[src/stack_push_consts.svh]
// constants for the stack push execution block
`ifndef STACK_PUSH_CONSTS_SVH
`define STACK_PUSH_CONSTS_SVH

// opcodes of the handled instructions
`define OPC_PUSH_REG 8'h70
`define OPC_PUSH_IND 8'h71
`define OPC_PUSH_USER_DOWN 8'h82

// instruction lengths in bytes
`define LEN_PUSH 2'h2
`define LEN_PUSH_USER_DOWN 2'h3

// every handled instruction occupies this many clock cycles
`define PUSH_CYCLES 4'h8

// system stack pointer value after reset
`define SP_RESET 16'h0000

`endif

[src/stack_push_pkg.sv]
// types shared by the stack push execution block
package stack_push_pkg;
   `include "stack_push_consts.svh"

   // instruction kinds recognised by the decoder
   typedef enum logic [1:0] {
      KIND_NONE,
      KIND_PUSH_REG,
      KIND_PUSH_IND,
      KIND_PUSH_USER_DOWN
   } op_kind_t;

   // execution phases
   typedef enum logic [2:0] {
      ST_IDLE,
      ST_FETCH,
      ST_INDIRECT,
      ST_STORE,
      ST_SETTLE
   } phase_t;

   // instruction as handed over by the front end
   typedef struct packed {
      logic [7:0] opcode;
      logic [7:0] byte1;
      logic [7:0] byte2;
   } instr_t;

   // register file read request
   typedef struct packed {
      logic en;
      logic [7:0] addr;
   } rf_rd_t;

   // register file write request
   typedef struct packed {
      logic en;
      logic [7:0] addr;
      logic [7:0] data;
   } rf_wr_t;

   // data memory write request
   typedef struct packed {
      logic en;
      logic [15:0] addr;
      logic [7:0] data;
   } mem_wr_t;

   // whole state of the execution block
   typedef struct packed {
      phase_t phase;
      op_kind_t kind;
      logic [3:0] cnt;
      logic [7:0] src;
      logic [7:0] dst;
      logic [7:0] data;
      logic [7:0] ptr;
      logic [15:0] sp;
      logic [1:0] len;
      rf_rd_t rd;
      rf_wr_t wr;
      mem_wr_t mem;
      logic done;
      logic bad_op;
   } exec_state_t;

   // 8-bit pre-decrement, wraps at zero
   function automatic logic [7:0] dec8(input logic [7:0] v);
      dec8 = v - 8'h01;
   endfunction

   // 16-bit pre-decrement, wraps modulo 2^16
   function automatic logic [15:0] dec16(input logic [15:0] v);
      dec16 = v - 16'h0001;
   endfunction
endpackage

[src/stack_push_exec.sv]
// execution logic for system and user stack push instructions
// Function
// - system push: decrement stack pointer, then write source at new pointer.
// - stack pointer is 16 bits and wraps; zero decrements to all ones.
// - user push down: decrement pointer register, write source at new pointer.
// - user push down is opcode 82, three bytes, eight cycles.
// - no push instruction changes any condition flag.
module stack_push_exec
   import stack_push_pkg::*;
(
   input wire logic i_ref_clk,          // core clock
   input wire logic i_rst,              // async reset, active high
   input wire logic i_start,            // front end offers an instruction
   input wire instr_t i_instr,          // opcode and operand bytes
   output logic o_ready,                // instruction may be offered
   output logic o_busy,                 // instruction executing
   output logic o_done,                 // last cycle of instruction
   output logic o_bad_op,               // offered opcode not handled
   output logic [1:0] o_len,            // length of accepted instruction
   output rf_rd_t o_rf_rd,              // register file read request
   input wire logic [7:0] i_rf_rd_data, // read data, one cycle later
   output rf_wr_t o_rf_wr,              // register file write
   output mem_wr_t o_mem_wr,            // stack memory write
   input wire logic i_sp_hi_wr,         // load stack_pointer_high_byte
   input wire logic i_sp_lo_wr,         // load stack_pointer_low_byte
   input wire logic [7:0] i_sp_wr_data, // data for pointer byte loads
   output logic [15:0] o_sp,            // system_stack_pointer
   output logic o_flags_we              // condition flag write enable
);

   exec_state_t cur;
   exec_state_t next_cur;
   op_kind_t dec_kind;
   logic dec_valid;
   logic [1:0] dec_len;

   // kind that keeps its stack in the register file
   function automatic logic is_user_push(input op_kind_t k);
      is_user_push = (k == KIND_PUSH_USER_DOWN);
   endfunction

   // counter value of the last of the eight cycles
   function automatic logic is_last(input logic [3:0] c);
      is_last = (c == `PUSH_CYCLES - 4'h1);
   endfunction

   // opcode decoder
   stack_push_decode u_decode (
      .i_opcode(i_instr.opcode),
      .o_kind(dec_kind),
      .o_valid(dec_valid),
      .o_len(dec_len)
   );

   // handshake and registered outputs
   assign o_ready = (cur.phase == ST_IDLE);
   assign o_busy = (cur.phase != ST_IDLE);
   assign o_done = cur.done;
   assign o_bad_op = cur.bad_op;
   assign o_len = cur.len;
   assign o_rf_rd = cur.rd;
   assign o_rf_wr = cur.wr;
   assign o_mem_wr = cur.mem;
   assign o_sp = cur.sp;
   assign o_flags_we = 1'b0;

   // next state of the whole block
   always_comb begin
      next_cur = cur;
      next_cur.rd.en = 1'b0;
      next_cur.wr.en = 1'b0;
      next_cur.mem.en = 1'b0;
      next_cur.done = 1'b0;
      next_cur.bad_op = 1'b0;
      if (cur.phase != ST_IDLE) begin
         next_cur.cnt = cur.cnt + 4'h1;
      end
      // pointer byte loads by other instructions
      if (i_sp_hi_wr) begin
         next_cur.sp[15:8] = i_sp_wr_data;
      end
      if (i_sp_lo_wr) begin
         next_cur.sp[7:0] = i_sp_wr_data;
      end
      case (cur.phase)
         ST_IDLE: begin
            if (i_start && dec_valid) begin
               next_cur.phase = ST_FETCH;
               next_cur.kind = dec_kind;
               next_cur.len = dec_len;
               next_cur.cnt = 4'h1;
               next_cur.rd.en = 1'b1;
               if (is_user_push(dec_kind)) begin
                  // dst byte names the pointer register
                  next_cur.dst = i_instr.byte1;
                  next_cur.src = i_instr.byte2;
                  next_cur.rd.addr = i_instr.byte1;
               end else begin
                  next_cur.src = i_instr.byte1;
                  next_cur.dst = 8'h00;
                  next_cur.rd.addr = i_instr.byte1;
               end
            end else if (i_start) begin
               next_cur.bad_op = 1'b1;
            end
         end
         ST_FETCH: begin
            // first read returns in the second busy cycle
            if (cur.cnt == 4'h2) begin
               case (cur.kind)
                  KIND_PUSH_REG: begin
                     next_cur.data = i_rf_rd_data;
                     next_cur.phase = ST_STORE;
                  end
                  KIND_PUSH_IND: begin
                     // source register holds the operand address
                     next_cur.rd.en = 1'b1;
                     next_cur.rd.addr = i_rf_rd_data;
                     next_cur.phase = ST_INDIRECT;
                  end
                  KIND_PUSH_USER_DOWN: begin
                     next_cur.ptr = dec8(i_rf_rd_data);
                     next_cur.rd.en = 1'b1;
                     next_cur.rd.addr = cur.src;
                     next_cur.phase = ST_INDIRECT;
                  end
                  default: begin
                     next_cur.phase = ST_SETTLE;
                  end
               endcase
            end
         end
         ST_INDIRECT: begin
            // second read returns two cycles after the first
            if (cur.cnt == 4'h4) begin
               next_cur.data = i_rf_rd_data;
               next_cur.phase = ST_STORE;
               if (is_user_push(cur.kind)) begin
                  // pointer register takes decremented value first
                  next_cur.wr.en = 1'b1;
                  next_cur.wr.addr = cur.dst;
                  next_cur.wr.data = cur.ptr;
               end
            end
         end
         ST_STORE: begin
            next_cur.phase = ST_SETTLE;
            if (is_user_push(cur.kind)) begin
               // source byte lands at the decremented pointer
               next_cur.wr.en = 1'b1;
               next_cur.wr.addr = cur.ptr;
               next_cur.wr.data = cur.data;
            end else begin
               // pre-decrement, then store at the new top
               next_cur.sp = dec16(cur.sp);
               next_cur.mem.en = 1'b1;
               next_cur.mem.addr = dec16(cur.sp);
               next_cur.mem.data = cur.data;
            end
         end
         ST_SETTLE: begin
            // pad to the fixed instruction length
            if (is_last(cur.cnt)) begin
               next_cur.phase = ST_IDLE;
               next_cur.cnt = 4'h0;
            end
         end
         default: begin
            next_cur.phase = ST_IDLE;
         end
      endcase
      // done marks the last of the eight cycles
      if (next_cur.phase != ST_IDLE
            && is_last(next_cur.cnt)) begin
         next_cur.done = 1'b1;
      end
   end

   // state register
   always_ff @(posedge i_ref_clk or posedge i_rst) begin
      if (i_rst) begin
         cur <= '0;
         cur.phase <= ST_IDLE;
         cur.kind <= KIND_NONE;
         cur.sp <= `SP_RESET;
      end else begin
         cur <= next_cur;
      end
   end
endmodule

[src/stack_push_decode.sv]
// opcode decoder for the stack push instructions
module stack_push_decode
   import stack_push_pkg::*;
(
   input wire logic [7:0] i_opcode, // first instruction byte
   output op_kind_t o_kind,         // recognised instruction kind
   output logic o_valid,            // opcode is handled here
   output logic [1:0] o_len         // instruction length in bytes
);

   // opcode to kind and length
   always_comb begin
      o_kind = KIND_NONE;
      o_valid = 1'b0;
      o_len = 2'h0;
      case (i_opcode)
         `OPC_PUSH_REG: begin
            o_kind = KIND_PUSH_REG;
            o_valid = 1'b1;
            o_len = `LEN_PUSH;
         end
         `OPC_PUSH_IND: begin
            o_kind = KIND_PUSH_IND;
            o_valid = 1'b1;
            o_len = `LEN_PUSH;
         end
         `OPC_PUSH_USER_DOWN: begin
            o_kind = KIND_PUSH_USER_DOWN;
            o_valid = 1'b1;
            o_len = `LEN_PUSH_USER_DOWN;
         end
         default: begin
            o_kind = KIND_NONE;
         end
      endcase
   end
endmodule

[config.mk]
export PLATFORM = sky130hd
export DESIGN_NAME = stack_push_exec
export DESIGN_NICKNAME = d
export VERILOG_FILES = /design/src/stack_push_pkg.sv /design/src/stack_push_exec.sv /design/src/stack_push_decode.sv
export VERILOG_INCLUDE_DIRS = /design/src
export SDC_FILE = /design/constraint.sdc
export NUM_CORES = 1
export LEC_CHECK = 0
export BUFFER_PORTS_ARGS = -buffer_cell sky130_fd_sc_hd__buf_2
export CORE_MARGIN = 1.5
export CORE_UTILIZATION = 52
export CTS_BUF_LIST = sky130_fd_sc_hd__clkbuf_4
export DETAILED_ROUTE_END_ITERATION = 16
export HOLD_SLACK_MARGIN = 0.06
export PLACE_DENSITY = 0.79
export SLEW_MARGIN = 10
export SYNTH_ARGS = -nofsm -noshare
export SYNTH_HDL_FRONTEND = slang
export SYNTH_HIERARCHICAL = 1
export SYNTH_SLANG_ARGS = --single-unit
[constraint.sdc]
create_clock -name i_ref_clk -period 3.5 [get_ports i_ref_clk]
set_input_delay 0.35 -clock i_ref_clk [delete_from_list [all_inputs] [get_ports i_ref_clk]]
set_output_delay 0.35 -clock i_ref_clk [all_outputs]
set_load 0.1 [all_outputs]
# == Word-level counts from Yosys, hierarchy flattened ==
# Index checks and enable logic that the tools add are counted.
# totals
register_bits,112
inputBits,45
out_inout_bits,74
elab_cells,98
# op_classes
n_addsub,3
n_eq_ne,22
mux,36
n_bitwise,1
reduce_logical,17
# ops
op,count
$mux 25,3
$mux 16,4
$mux 17,3
$mux 8,5
$pmux 9 s2,2
$pmux 17 s2,1
$mux 9,2
$eq 8x7->1 const B,2
$pmux 8 s2,1
$sub 16x1->16 const B,1
$pmux 3 s5,1
$eq 4x3->1 const B,3
$reduce_and 4->1,3
$mux 3,3
$eq 8x8->1 const B,1
$mux 4,2
$ne 2x2->1 const B,4
$pmux 4 s2,1
$sub 8x1->8 const B,1
$eq 2x2->1 const B,3
$eq 3x2->1 const B,2
$pmux 2 s3,1
$pmux 3 s2,1
$reduce_bool 2->1,3
other kinds (17),26

# == Logic depth before layout (Yosys ltp) ==
# logic_depth
depth_word,9
mapped_depth,8
ltp_nobuf,7

# == Cells and area by module ==
# Netlist, hierarchy kept.
# by_module_without_submodules
mod,instances,cells_per_inst,area_each_um2,seq_area_each_um2
stack_push_exec,1,631,5809.3,2802.7
stack_push_decode,1,12,77.6,0.0

# == Worst setup path after synthesis ==
# Ideal clock, no wire load.
# synth_path
path_kind,flip-flop to flip-flop
from,register cur[110] (netlist bit)
to,register cur (netlist bit o_done)
setup_ps,125
t_arrival_ps,2413
required_ps,3375
setup_slack_ps,962
path_stages_with_launch,8
n_path_buf,2
synth_period_minus_slack_ps,2538
cell_sequence,dfrtp_1 -> clkbuf_1 -> or3_1 -> buf_2 -> inv_2 -> nand2_1 -> a31o_2 -> a2111oi_0
# synth_lines
item,line,source
"start, declared",stack_push_exec.sv:31,exec_state_t cur;
"start signal, assigned",stack_push_exec.sv:187,cur <= next_cur;

==> impl_metrics.ini <==
[job]
cap_violations = 0

[final_layout]
utilization_pct = 56.9
layout-drive-gt1-share_pct = 22.6
final_cell_area_mm2 = 0.00622
nets = 727
area_delta_synth_final_pct = 5.70

[global_routing]
grt_max_degree = 70
track_usage_pct = 22.6
grt_pass1_wl_um = 21000
grt_pass1_vias = 4259
antenna_found_initial = 1
grt-ovfl-total = 0

[placed_design]
dp_slack_ns = 0.891
gp_congestion = 0.867
dpl_cell_area_mm2 = 0.00606
hpwl_um = 9450
io_buffer_count = 117

[sta]
hold_viol_final = 0
rsz0062_at_grt = no
setup_viol = 0
fin_setup_tns_ns = 0
fmax_mhz = 388
hold_ws_ns = 0.0520
fin_crit_sh_pct = 73.6
relSlewSlack_pct = 41.0
maxSlewViolCount = 0
finalCriticalPeriod_ns = 2.58
fin_ws_ns = 0.923
fin_worst_skew_ns = 0.0231
tightest_slew_ns = 0.885

[clock_network]
clock_path_buffers = 2
cts_hold_buf = 0
cts_tree = built
cts_resized = 0
clock_tree.root_cell = clkbuf_4
cts_inserted_buffers = 9
htree_num_levels = 3
clk_pin_slew_ns = 0.17
postCtsSetupRepairBufs = 0
insertion_delay_ns = 0.47
cts.sinks = 112

[critical_path]
arrival_ns = 2.95
path_cells = nand2_1 -> nand2_1 -> inv_1 -> and3_1 -> a211oi_1
cp_slowest_cell = dfrtp_1
r2r-start = cur[107]
critPathKind = reg -> reg
reg2regPathDepth = 5
crit_fanout = 22
regToRegSetupSlack_ns = 0.92
endpoint_kind = flop
worst_path_most_repeated_cell = nand2_1
r2r-end = o_sp[5]
cp_top_family = simple AND/OR/NAND/NOR gates
critPathLaunchType = flop
cp_num_buf_inv = 1
required_ns = 3.87
max_stage_delay_ns = 0.72

[pwr]
leakage_nw = 2.98
power_density_mw_per_mm2 = 492
power.internal_mw = 1.88
ir_worst_vdd_uv = 467
p_sw_mw = 1.18
pwr-share-seq_pct = 48.8
swShare_pct = 38.6
combPwrFrac_pct = 27.8
pwr-share-clk_pct = 23.4

[synth]
ys_seq_area_share_pct = 47.6
ys_ff_latch = 112
synth.avg_cell_area_um2 = 9.16
ys_types = 58
syn-cell-area_mm2 = 0.00589
ys_warn_count = 6
synthCells = 643
ys.flop_type = dfrtp_1
syn-num-nets = 693
ys_async_sr_fraction_pct = 100
synth_edf_count = 0

[route]
drtIter0Drc = 322
vias = 4677
wl_per_cell_um = 15.8
firstDrtPassIters = 7
postRouteWirelength_um = 13000
drc = 0
antenna_left = 0
viasPerCell = 5.68

[floorplanning]
initial_core_util_pct = 53.8
die_w_um = 109
die_area_mm2 = 0.0120
rows = 38
core_area_mm2 = 0.0109
die_y_um = 109
ios = 119

[status]
status = completed

[worst_hold_path]
hold_class = in -> async
final cells by class:
| type | count | area (um^2) |
|---|---|---|
| Sequential cell | 112 | 2800 |
| Tap cell | 140 | 175 |
| Clock buffer | 9 | 67.6 |
| Multi-Input combinational cell | 402 | 2330 |
| Clock inverter | 7 | 93.8 |
| Fill cell | 978 | 4710 |
| Antenna cell | 1 | 2.50 |
| Inverter | 28 | 108 |
| Timing Repair Buffer | 124 | 638 |
worst reg2reg max path, delay by kind of cell, from the launching register on:
family	cells	cell delay [ns]
AOI/OAI and AO/OA	1	0.23
buffers and inverters	1	0.47
DFF	1	0.72
and+or+nand+nor	3	1.07
per-layer routing:
layer  vias to the layer above  GRT usage (%)  wire (um)
met4                         0           10.5        299
met3                        26           3.68        898
met1                      2230           33.3       5980
li1                       2225              -          -
met2                       196           32.6       5860
met5                         -              0          0
stage by stage:
step	total power [mW]	std cells
finish	3.06	823
floorplan	2.24	643
detailed placement	2.36	806
CTS	3.07	822
global route	3.20	823
global placement	2.34	806
registers in the layout, summed over array words and instances, names as in the netlist:
register  count
cur          41
o_len         2
o_mem_wr     25
o_rf_rd       9
o_bad_op      1
o_done        1
o_rf_wr      17
o_sp         16
layout by cell type (no fill, tap or decap), types with 3 or more instances in the layout:
master      n
a221o_1     8
a211oi_1    7
clkbuf_4    9
xnor2_1    17
nor4_1      7
buf_4       7
nand3b_1    3
a31oi_1    10
o21ai_0    46
nor2_1     40
dfrtp_1   112
inv_1      26
and2_1      4
a22oi_1    16
nor3b_1     3
nand4_1     3
nor2b_1     3
o22ai_1     8
nand2_1   103
mux2i_1    14
nand2b_1    5
or4_1       6
ha_1        5
a21oi_1    25
nand3_1    13
buf_2     117
nor3_1      9
or3_1       7
power by group through the flow:
stage | sequential [mW] | combinational (mW) | clock, mW
after floorplan | 1.50 | 0.738 | 0
after global placement | 1.51 | 0.833 | 0
after detailed placement | 1.51 | 0.850 | 0
after CTS | 1.49 | 0.851 | 0.725
after global routing | 1.51 | 0.903 | 0.788
final | 1.49 | 0.849 | 0.716
cell usage after synthesis (5+ instances only):
master | n | area, um^2
dfrtp_1 | 112 | 2800
nand2_1 | 103 | 387
buf_4 | 70 | 526
o21ai_0 | 46 | 230
nor2_1 | 41 | 154
inv_1 | 27 | 101
a21oi_1 | 25 | 125
clkbuf_1 | 24 | 90.1
xnor2_1 | 17 | 149
a22oi_1 | 16 | 120
mux2i_1 | 14 | 140
nand3_1 | 13 | 65.1
a31oi_1 | 10 | 62.6
nor3_1 | 9 | 45.0
a221o_1 | 8 | 80.1
o22ai_1 | 8 | 50.1
a211oi_1 | 7 | 52.6
nor4_1 | 7 | 43.8
or3_1 | 7 | 43.8
or4_1 | 6 | 45.0
ha_1 | 5 | 62.6
nand2b_1 | 5 | 31.3
kinds of logic after synthesis:
kind of cell,after synthesis,share of synthesized area [%]
buffers and inverters,129,12.8
adder cells (fa/ha/maj),5,1.06
XOR/XNOR,18,2.68
AO/OA/AOI/OAI,145,15.9
flip-flops,112,47.6
AND/OR/NAND/NOR,218,17.3
multiplexers,15,2.57
other,1,0.0637
worst max-delay path by stage:
stage | from | cells past startpoint | slack [ns] | to
3_5_place_dp | i_instr[22] | 7 | 0.89 | o_done
4_1_cts | cur[107] | 5 | 0.95 | o_sp[5]
6_report | cur[107] | 5 | 0.92 | o_sp[5]
3_3_place_gp | i_instr[22] | 7 | 0.98 | o_done
5_1_grt | cur[107] | 5 | 0.62 | o_sp[5]
2_1_floorplan | i_rst | 1 | 0.19 | cur[100]
Power figures use the tool's default switching activity.
